**src/include/fcss_pkg.sv**
```systemverilog
// Constants, types and command codes for the flash command and status host controller
package fcss_pkg;
    localparam int CLK_PERIOD_NS = 40;
    localparam int BUS_CYCLE_NS = 200;
    localparam int BUS_CYCLES = (BUS_CYCLE_NS + CLK_PERIOD_NS - 1) / CLK_PERIOD_NS;
    localparam int ADDR_W = 22;
    localparam int DATA_W = 16;
    localparam int BLOCK_LSB = 15;

    typedef struct packed {
        logic ce_n;
        logic oe_n;
        logic we_n;
        logic dq_oe;
    } fcss_pins_t;

    localparam fcss_pins_t PINS_IDLE = '{ce_n: 1'b1, oe_n: 1'b1, we_n: 1'b1, dq_oe: 1'b0};

    localparam logic [7:0] CMD_READ_ARRAY = 8'hFF;
    localparam logic [7:0] CMD_READ_ID = 8'h90;
    localparam logic [7:0] CMD_READ_STATUS = 8'h70;
    localparam logic [7:0] CMD_CLEAR = 8'h50;
    localparam logic [7:0] CMD_PROG = 8'h40;
    localparam logic [7:0] CMD_PROG_ALT = 8'h10;
    localparam logic [7:0] CMD_ERASE = 8'h20;
    localparam logic [7:0] CMD_CONFIRM = 8'hD0;
    localparam logic [7:0] CMD_SUSPEND = 8'hB0;
    localparam logic [7:0] CMD_RESUME = 8'hD0;

    localparam logic [3:0] OP_READ_ARRAY = 4'h0;
    localparam logic [3:0] OP_READ_ID = 4'h1;
    localparam logic [3:0] OP_READ_STATUS = 4'h2;
    localparam logic [3:0] OP_CLEAR = 4'h3;
    localparam logic [3:0] OP_PROGRAM = 4'h4;
    localparam logic [3:0] OP_ERASE = 4'h5;
    localparam logic [3:0] OP_SUSPEND = 4'h6;
    localparam logic [3:0] OP_RESUME = 4'h7;
    localparam logic [3:0] OP_WAIT = 4'h8;

    localparam logic [3:0] REG_CTRL = 4'h0;
    localparam logic [3:0] REG_ADDR = 4'h1;
    localparam logic [3:0] REG_WDATA = 4'h2;
    localparam logic [3:0] REG_RDATA = 4'h3;
    localparam logic [3:0] REG_STATUS = 4'h4;

    localparam int CTRL_OP_LSB = 0;
    localparam int CTRL_ALT_BIT = 4;
    localparam int CTRL_AUTOCLR_BIT = 5;
    localparam int CTRL_NOWAIT_BIT = 6;

    localparam int STAT_BUSY = 8;
    localparam int STAT_ESUSP = 9;
    localparam int STAT_PSUSP = 10;
    localparam int STAT_REFUSED = 11;
    localparam int STAT_SEQERR = 12;
    localparam int STAT_EFAIL = 13;
    localparam int STAT_PFAIL = 14;
    localparam int STAT_VLOW = 15;
    localparam int STAT_LOCK = 16;
    localparam int STAT_RUNNING = 17;

    localparam int SR_READY = 7;
    localparam int SR_ESUSP = 6;
    localparam int SR_EFAIL = 5;
    localparam int SR_PFAIL = 4;
    localparam int SR_VLOW = 3;
    localparam int SR_PSUSP = 2;
    localparam int SR_LOCK = 1;
    localparam logic [7:0] SR_MASK = 8'hFE;
endpackage

```
**src/rtl/fcss_host.sv**
```systemverilog
// Host controller that drives the flash command and status interface
//
// Decided for this implementation: the strobed register port and the address map.
`timescale 1ns/1ps
`default_nettype none
module fcss_host #(
    parameter int ADDR_W = fcss_pkg::ADDR_W,
    parameter int DATA_W = fcss_pkg::DATA_W,
    parameter int BLOCK_LSB = fcss_pkg::BLOCK_LSB
) (
    input wire logic i_sys_clk,
    input wire logic i_rst,
    input wire logic [3:0] i_reg_addr,
    input wire logic [31:0] i_reg_wdata,
    input wire logic i_reg_wr,
    input wire logic i_reg_rd,
    output logic [31:0] o_reg_rdata,
    output fcss_pkg::fcss_pins_t o_flash_ctl,
    output logic [ADDR_W-1:0] o_flash_addr,
    output logic [DATA_W-1:0] o_flash_dq,
    input wire logic [DATA_W-1:0] i_flash_dq
);
    import fcss_pkg::*;

    typedef enum logic [6:0] {
        ST_IDLE = 7'b0000001,
        ST_SETUP = 7'b0000010,
        ST_SECOND = 7'b0000100,
        ST_READ = 7'b0001000,
        ST_POLL = 7'b0010000,
        ST_CLEAR = 7'b0100000,
        ST_ARRAY = 7'b1000000
    } fcss_state_t;

    fcss_state_t state, next_state;
    logic [3:0] op, next_op;
    logic alt, next_alt, autoclr, next_autoclr, nowait, next_nowait;
    logic [ADDR_W-1:0] sw_addr, next_sw_addr, cur_addr, next_cur_addr;
    logic [DATA_W-1:0] sw_data, next_sw_data, cur_data, next_cur_data, rdata, next_rdata;
    logic [7:0] sr, next_sr;
    logic esusp, next_esusp, psusp, next_psusp, running, next_running, refused, next_refused;
    logic [ADDR_W-1:BLOCK_LSB] sblock, next_sblock;
    logic start, t_busy, t_strobe, t_done, wstate, rstate, same_blk;
    logic [7:0] code;
    logic [31:0] status_word, next_reg_rdata;
    fcss_pins_t next_pins;
    logic [ADDR_W-1:0] next_flash_addr;
    logic [DATA_W-1:0] next_flash_dq;

    fcss_cycle_timer #(.CYCLES(BUS_CYCLES)) u_timer (
        .i_sys_clk(i_sys_clk),
        .i_rst(i_rst),
        .i_start(start),
        .o_busy(t_busy),
        .o_strobe(t_strobe),
        .o_done(t_done)
    );

    function automatic logic op_allowed(input logic [3:0] o, input logic same);
        logic ok;
        ok = 1'b0;
        if (running) begin
            ok = (o == OP_READ_STATUS) || (o == OP_SUSPEND) || (o == OP_WAIT);
        end else if (psusp) begin
            ok = (o == OP_READ_STATUS) || (o == OP_READ_ID) || (o == OP_RESUME) || (o == OP_WAIT)
                || (o == OP_READ_ARRAY && !(esusp && same));
        end else if (esusp) begin
            ok = (o == OP_READ_STATUS) || (o == OP_READ_ID) || (o == OP_RESUME) || (o == OP_WAIT)
                || ((o == OP_READ_ARRAY || o == OP_PROGRAM) && !same);
        end else begin
            ok = (o <= OP_WAIT) && (o != OP_SUSPEND) && (o != OP_RESUME);
        end
        return ok;
    endfunction

    assign same_blk = (sw_addr[ADDR_W-1:BLOCK_LSB] == sblock);
    assign wstate = (state == ST_SETUP) || (state == ST_SECOND) || (state == ST_CLEAR) || (state == ST_ARRAY);
    assign rstate = (state == ST_READ) || (state == ST_POLL);

    always_comb begin
        next_state = state;
        next_op = op;
        next_alt = alt;
        next_autoclr = autoclr;
        next_nowait = nowait;
        next_sw_addr = sw_addr;
        next_sw_data = sw_data;
        next_cur_addr = cur_addr;
        next_cur_data = cur_data;
        next_rdata = rdata;
        next_sr = sr;
        next_esusp = esusp;
        next_psusp = psusp;
        next_running = running;
        next_refused = refused;
        next_sblock = sblock;
        if (i_reg_wr) begin
            case (i_reg_addr)
                REG_ADDR: next_sw_addr = i_reg_wdata[ADDR_W-1:0];
                REG_WDATA: next_sw_data = i_reg_wdata[DATA_W-1:0];
                REG_STATUS: begin
                    if (i_reg_wdata[STAT_REFUSED]) begin
                        next_refused = 1'b0;
                    end
                end
                REG_CTRL: begin
                    if (state == ST_IDLE && op_allowed(i_reg_wdata[CTRL_OP_LSB +: 4], same_blk)) begin
                        next_op = i_reg_wdata[CTRL_OP_LSB +: 4];
                        next_alt = i_reg_wdata[CTRL_ALT_BIT];
                        next_autoclr = i_reg_wdata[CTRL_AUTOCLR_BIT];
                        next_nowait = i_reg_wdata[CTRL_NOWAIT_BIT];
                        next_cur_addr = sw_addr;
                        next_cur_data = sw_data;
                        next_state = ST_SETUP;
                    end else begin
                        next_refused = 1'b1;
                    end
                end
                default: begin
                end
            endcase
        end
        if (t_done) begin
            case (state)
                ST_SETUP: begin
                    if (op == OP_PROGRAM || op == OP_ERASE) begin
                        next_state = ST_SECOND;
                    end else if (op == OP_READ_ARRAY || op == OP_READ_ID || op == OP_READ_STATUS) begin
                        next_state = ST_READ;
                    end else if (op == OP_RESUME && nowait) begin
                        next_running = 1'b1;
                        next_state = ST_IDLE;
                    end else if (op == OP_CLEAR) begin
                        next_state = ST_IDLE;
                    end else begin
                        next_state = ST_POLL;
                    end
                end
                ST_SECOND: begin
                    if (op == OP_ERASE) begin
                        next_sblock = cur_addr[ADDR_W-1:BLOCK_LSB];
                    end
                    next_running = nowait;
                    next_state = nowait ? ST_IDLE : ST_POLL;
                end
                ST_READ: begin
                    next_rdata = i_flash_dq;
                    if (op == OP_READ_STATUS) begin
                        next_sr = i_flash_dq[7:0] & SR_MASK;
                    end
                    next_state = ST_IDLE;
                end
                ST_POLL: begin
                    next_sr = i_flash_dq[7:0] & SR_MASK;
                    next_rdata = i_flash_dq;
                    if (i_flash_dq[SR_READY]) begin
                        // Suspend flags trusted only once the machine reports ready
                        next_esusp = i_flash_dq[SR_ESUSP];
                        next_psusp = i_flash_dq[SR_PSUSP];
                        next_running = 1'b0;
                        next_state = (autoclr && op != OP_SUSPEND) ? ST_CLEAR : ST_IDLE;
                    end
                end
                ST_CLEAR: next_state = ST_ARRAY;
                ST_ARRAY: next_state = ST_IDLE;
                default: next_state = ST_IDLE;
            endcase
        end
    end

    assign start = (state == ST_IDLE) ? (next_state == ST_SETUP) : (t_done && next_state != ST_IDLE);

    always_comb begin
        case (state)
            ST_SETUP: begin
                case (op)
                    OP_READ_ARRAY: code = CMD_READ_ARRAY;
                    OP_READ_ID: code = CMD_READ_ID;
                    OP_CLEAR: code = CMD_CLEAR;
                    OP_PROGRAM: code = alt ? CMD_PROG_ALT : CMD_PROG;
                    OP_ERASE: code = CMD_ERASE;
                    OP_SUSPEND: code = CMD_SUSPEND;
                    OP_RESUME: code = CMD_RESUME;
                    default: code = CMD_READ_STATUS;
                endcase
            end
            ST_SECOND: code = CMD_CONFIRM;
            ST_CLEAR: code = CMD_CLEAR;
            default: code = CMD_READ_ARRAY;
        endcase
        next_flash_dq = (state == ST_SECOND && op == OP_PROGRAM) ? cur_data : {{(DATA_W-8){1'b0}}, code};
        next_flash_addr = (state == ST_SECOND || state == ST_READ) ? cur_addr : '0;
        // Chip select drops between operations, which lets a suspended device idle
        next_pins.ce_n = !t_busy;
        next_pins.we_n = !(wstate && t_strobe);
        next_pins.oe_n = !(rstate && t_strobe);
        next_pins.dq_oe = wstate && t_busy;
    end

    always_comb begin
        status_word = '0;
        status_word[7:0] = sr;
        status_word[STAT_BUSY] = (state != ST_IDLE);
        status_word[STAT_ESUSP] = esusp;
        status_word[STAT_PSUSP] = psusp;
        status_word[STAT_REFUSED] = refused;
        status_word[STAT_RUNNING] = running;
        if (sr[SR_READY]) begin
            status_word[STAT_SEQERR] = sr[SR_EFAIL] && sr[SR_PFAIL];
            status_word[STAT_EFAIL] = sr[SR_EFAIL] && !sr[SR_PFAIL];
            status_word[STAT_PFAIL] = sr[SR_PFAIL] && !sr[SR_EFAIL];
            status_word[STAT_VLOW] = sr[SR_VLOW];
            status_word[STAT_LOCK] = sr[SR_LOCK];
        end
        next_reg_rdata = '0;
        if (i_reg_rd) begin
            case (i_reg_addr)
                REG_CTRL: next_reg_rdata = {25'h0000000, nowait, autoclr, alt, op};
                REG_ADDR: next_reg_rdata[ADDR_W-1:0] = sw_addr;
                REG_WDATA: next_reg_rdata[DATA_W-1:0] = sw_data;
                REG_RDATA: next_reg_rdata[DATA_W-1:0] = rdata;
                REG_STATUS: next_reg_rdata = status_word;
                default: next_reg_rdata = '0;
            endcase
        end
    end

    always_ff @(posedge i_sys_clk) begin
        if (i_rst) begin
            state <= ST_IDLE;
            op <= OP_READ_ARRAY;
            alt <= 1'b0;
            autoclr <= 1'b0;
            nowait <= 1'b0;
            sw_addr <= '0;
            sw_data <= '0;
            cur_addr <= '0;
            cur_data <= '0;
            rdata <= '0;
            sr <= '0;
            esusp <= 1'b0;
            psusp <= 1'b0;
            running <= 1'b0;
            refused <= 1'b0;
            sblock <= '0;
            o_reg_rdata <= '0;
            o_flash_ctl <= PINS_IDLE;
            o_flash_addr <= '0;
            o_flash_dq <= '0;
        end else begin
            state <= next_state;
            op <= next_op;
            alt <= next_alt;
            autoclr <= next_autoclr;
            nowait <= next_nowait;
            sw_addr <= next_sw_addr;
            sw_data <= next_sw_data;
            cur_addr <= next_cur_addr;
            cur_data <= next_cur_data;
            rdata <= next_rdata;
            sr <= next_sr;
            esusp <= next_esusp;
            psusp <= next_psusp;
            running <= next_running;
            refused <= next_refused;
            sblock <= next_sblock;
            o_reg_rdata <= next_reg_rdata;
            o_flash_ctl <= next_pins;
            o_flash_addr <= next_flash_addr;
            o_flash_dq <= next_flash_dq;
        end
    end
endmodule
`default_nettype wire

```
**src/rtl/fcss_cycle_timer.sv**
```systemverilog
// Bus cycle timer: paces one flash read or write cycle
`timescale 1ns/1ps
`default_nettype none
module fcss_cycle_timer #(
    parameter int CYCLES = fcss_pkg::BUS_CYCLES
) (
    input wire logic i_sys_clk,
    input wire logic i_rst,
    input wire logic i_start,
    output logic o_busy,
    output logic o_strobe,
    output logic o_done
);
    localparam int CW = $clog2(CYCLES + 1);
    localparam logic [CW-1:0] LAST = CW'(CYCLES - 1);
    localparam logic [CW-1:0] STROBE_END = CW'(CYCLES - 2);
    localparam logic [CW-1:0] ONE = CW'(1);
    logic [CW-1:0] cnt;
    logic [CW-1:0] next_cnt;
    logic busy;
    logic next_busy;

    assign o_busy = busy;
    assign o_done = busy && (cnt == LAST);
    // Strobe sits inside the cycle so address and data settle before and hold after
    assign o_strobe = busy && (cnt >= ONE) && (cnt <= STROBE_END);

    always_comb begin
        next_cnt = cnt;
        next_busy = busy;
        if (i_start) begin
            next_cnt = '0;
            next_busy = 1'b1;
        end else if (o_done) begin
            next_busy = 1'b0;
        end else if (busy) begin
            next_cnt = cnt + ONE;
        end
    end

    always_ff @(posedge i_sys_clk) begin
        if (i_rst) begin
            cnt <= '0;
            busy <= 1'b0;
        end else begin
            cnt <= next_cnt;
            busy <= next_busy;
        end
    end
endmodule
`default_nettype wire

```
**config.mk**
```make
export PLATFORM = sky130hd
export DESIGN_NAME = fcss_host
export DESIGN_NICKNAME = d
export VERILOG_FILES = /design/src/include/fcss_pkg.sv /design/src/rtl/fcss_host.sv /design/src/rtl/fcss_cycle_timer.sv
export SDC_FILE = /design/constraint.sdc
export NUM_CORES = 1
export LEC_CHECK = 0
export BUFFER_PORTS_ARGS = -buffer_cell sky130_fd_sc_hd__buf_2
export CAP_MARGIN = 20
export CORE_MARGIN = 1.5
export CORE_UTILIZATION = 56
export DETAILED_ROUTE_END_ITERATION = 12
export PLACE_DENSITY = 0.79
export SLEW_MARGIN = 10
export SYNTH_ARGS = -nofsm -noshare
export SYNTH_HDL_FRONTEND = slang
export SYNTH_HIERARCHICAL = 1
export SYNTH_SLANG_ARGS = --single-unit
export TNS_END_PERCENT = 5
```
**constraint.sdc**
```tcl
create_clock -name i_sys_clk -period 3.02 [get_ports i_sys_clk]
set_input_delay 0.302 -clock i_sys_clk [delete_from_list [all_inputs] [get_ports i_sys_clk]]
set_output_delay 0.302 -clock i_sys_clk [all_outputs]
set_load 0.01 [all_outputs]
```
==> flow_summary.json <==
{
  "status": "completed",
  "yosys.area.top_type": "dfxtp_1",
  "maxSlewViolCount": 0,
  "drt_drc_violations_left": 0,
  "max_cap_viol_count": 0,
  "path_cells": "or4b_2 -> or4_1 -> or3_1 -> a21oi_1 -> a21o_1",
  "grtUsageTotal": 0.2612,
  "totalNegativeSetupSlack_ps": 0,
  "place_congestion": 0.8759,
  "rsz0062_at_grt": "no",
  "slew_headroom": 0.5390,
  "routedWlPerCell_um": 16.51,
  "cts_tree": "yes",
  "ctsHoldBuffers": 0,
  "crit_type": "register to register",
  "grt_pass1_wl_um": 30260,
  "path_buf_inv": 0,
  "antenna_found_initial": 2,
  "fp.dieH_um": 123.6,
  "syn_area_mm2": 0.008149,
  "clock_skew_ps": 11.29,
  "start_kind": "register",
  "grt_pass1_vias": 5912,
  "port_buffers": 109,
  "final-seq-area_mm2": 0.003844,
  "syn_area_per_cell_um2": 9.229,
  "slowest_delay_ps": 640,
  "clock_sinks": 192,
  "synth_top_area_frac": 0.4717,
  "cts_buffer_depth": 2,
  "p_leak_nw": 3.636,
  "setup-violations-final": 0,
  "grt_remaining_overflow": 0,
  "cp.arrival_ps": 3040,
  "die_w_um": 123.6,
  "cp_max_fo": 9,
  "worst_hold_path.num_cells": 3,
  "yosysWarnings": 6,
  "routed_via_density": 5.516,
  "crit_family": "simple AND/OR/NAND/NOR gates",
  "drive_above_1_share": 0.1863,
  "async_flop_share": 0,
  "drt_iter0_markers": 663,
  "die-area_mm2": 0.01528,
  "cts_setup_buffers": 0,
  "cts_buffers": 17,
  "row_count": 43,
  "fin_crit_sh": 0.8830,
  "ff2ff_path_depth": 5,
  "syn_inst": 883,
  "p_total_mw": 4.882,
  "timing.final.hold_violations": 0,
  "first_pass_iters": 5,
  "yosysSeqAreaShare": 0.4717,
  "cp_slowest_cell": "or4b_2",
  "worst_ep_required_time_ps": 3390,
  "path_clk_slew_ps": 70,
  "worstSkewPairLatency_ps": 440,
  "fillers": 1143,
  "area_growth_pct": 14.45,
  "grt_max_degree": 76,
  "ys.flop_type": "dfxtp_1",
  "period_minus_slack_ps": 2667,
  "tightest_slew_ps": 686.3,
  "hp-class": "primary input to register",
  "drt_wl_total_um": 19120,
  "nets": 1025,
  "route.vias.total": 6387,
  "synth-edff-count": 0,
  "initial_utilization": 0.5803,
  "fmax_ghz": 0.3750,
  "cts_resized": 0,
  "synth.top_cells.by_area": "dfxtp_1 (47%), mux2i_1 (11%), nand2b_1 (7.6%)",
  "ys_types": 62,
  "worstSetupPathDepth": 5,
  "drt.antenna.violating_nets": 0,
  "multiInputGateArea_mm2": 0.003981,
  "htreeDepth": 4,
  "ir_drop_uv": 367.2,
  "root_buffer": "clkbuf_16",
  "crit_path_end_kind": "register",
  "core_mm2": 0.01404,
  "pin_count": 130,
  "cellPowerDensity_mw_per_mm2": 523.5,
  "ys_ff_latch": 192,
  "place_hpwl_um": 13160
}
[final timing paths]
check,from,endpoint,slack (ps)
hold reg to reg,cur_addr[2],o_flash_addr[2],460
setup reg to reg,state[1],o_flash_dq[0],350
setup / recovery,state[1],o_flash_dq[0],350
hold / removal,i_reg_wdata[18],sw_addr[18],90
[synthesized netlist by cell type, drive strengths merged, types with 10 or more instances]
| cell type | n |
|---|---|
| mux2i | 88 |
| xnor2 | 11 |
| nand2 | 99 |
| clkbuf | 50 |
| a22o | 11 |
| mux2 | 10 |
| and2 | 36 |
| dfxtp | 192 |
| nor2 | 69 |
| nor2b | 11 |
| nand2b | 99 |
| o21ai | 10 |
| a21oi | 54 |
| a211oi | 10 |
| buf | 24 |
[state kept, by name, summed over array words and instances, names as in the netlist, 16 cells and up]
register	count
cur_addr	22
cur_data	16
o_flash_addr	22
o_flash_dq	16
o_reg_rdata	22
rdata	16
sw_addr	22
sw_data	16
[cells by family after synthesis]
kind of cell | count (synthesis) | share of synthesized area
muxes | 98 | 0.1219
DFF | 192 | 0.4717
buffers and inverters | 81 | 0.04622
xor gates and xnor gates | 15 | 0.01612
AOI/OAI and AO/OA | 129 | 0.1032
other | 1 | 0.0004602
and+or+nand+nor | 363 | 0.2343
adders and majority gates | 4 | 0.006142
[cell type report]
class | count | area share
tap | 180 | 0.02415
multi-input combinational | 619 | 0.4269
inverter | 7 | 0.002817
clock inverter | 14 | 0.01409
timing repair buffer | 128 | 0.07405
clock buffer | 17 | 0.04561
sequential | 192 | 0.4121
antenna | 1 | 0.0002683
[where the power goes]
group / switching (mW) / internal (mW)
sequential: 0.0105 / 2.54
combinational: 0.128 / 0.0803
clock: 1.04 / 1.08
[per-layer routing]
metal | vias to the layer above | GRT usage | part of all wire
met5 | - | 0 | 0.00052
met4 | 2 | 0.1121 | 0.023
met3 | 43 | 0.05998 | 0.067
met2 | 219 | 0.3943 | 0.44
met1 | 3008 | 0.3588 | 0.47
li1 | 3115 | - | -
[cell usage in the layout (no fill, tap or decap), drive strengths merged, types with 4 or more instances in the layout]
| cell type | synthesis | routed |
|---|---|---|
| clkinv | 0 | 6 |
| nand3 | 9 | 9 |
| a21oi | 54 | 54 |
| inv | 7 | 12 |
| conb | 1 | 10 |
| mux2 | 10 | 10 |
| a22o | 11 | 11 |
| nor4 | 4 | 4 |
| mux2i | 88 | 88 |
| nor2b | 11 | 11 |
| buf | 24 | 128 |
| a21o | 6 | 6 |
| or4 | 4 | 4 |
| and3 | 5 | 5 |
| nand2b | 99 | 99 |
| nor2 | 69 | 69 |
| o22ai | 6 | 6 |
| xor2 | 4 | 4 |
| o21ai | 10 | 10 |
| a32oi | 4 | 4 |
| nand2 | 99 | 99 |
| nor3 | 7 | 7 |
| xnor2 | 11 | 11 |
| a211oi | 10 | 10 |
| clkbuf | 50 | 17 |
| ha | 4 | 4 |
| a22oi | 7 | 7 |
| and2 | 36 | 36 |
| or3 | 4 | 4 |
| dfxtp | 192 | 192 |
[tightest hold or removal path, cell delays in order]
cell and delay (ps):
buf_2 90, nand2_1 40, a21oi_1 50
[per-stage QoR]
step	util	area [µm²]	cells	setup WS [ps]	hold WS, ps
floorplan	-	8183	892	431.4	372.9
global placement	0.6243	8767	1126	423.6	440.4
detailed placement	0.6243	8767	1126	408.8	441.6
CTS	0.6640	9324	1157	401.4	89.16
global route	0.6642	9326	1158	185.3	96.52
finish	0.6642	9326	1158	353.5	94.34
No activity file was read; power rests on OpenSTA's default activity.
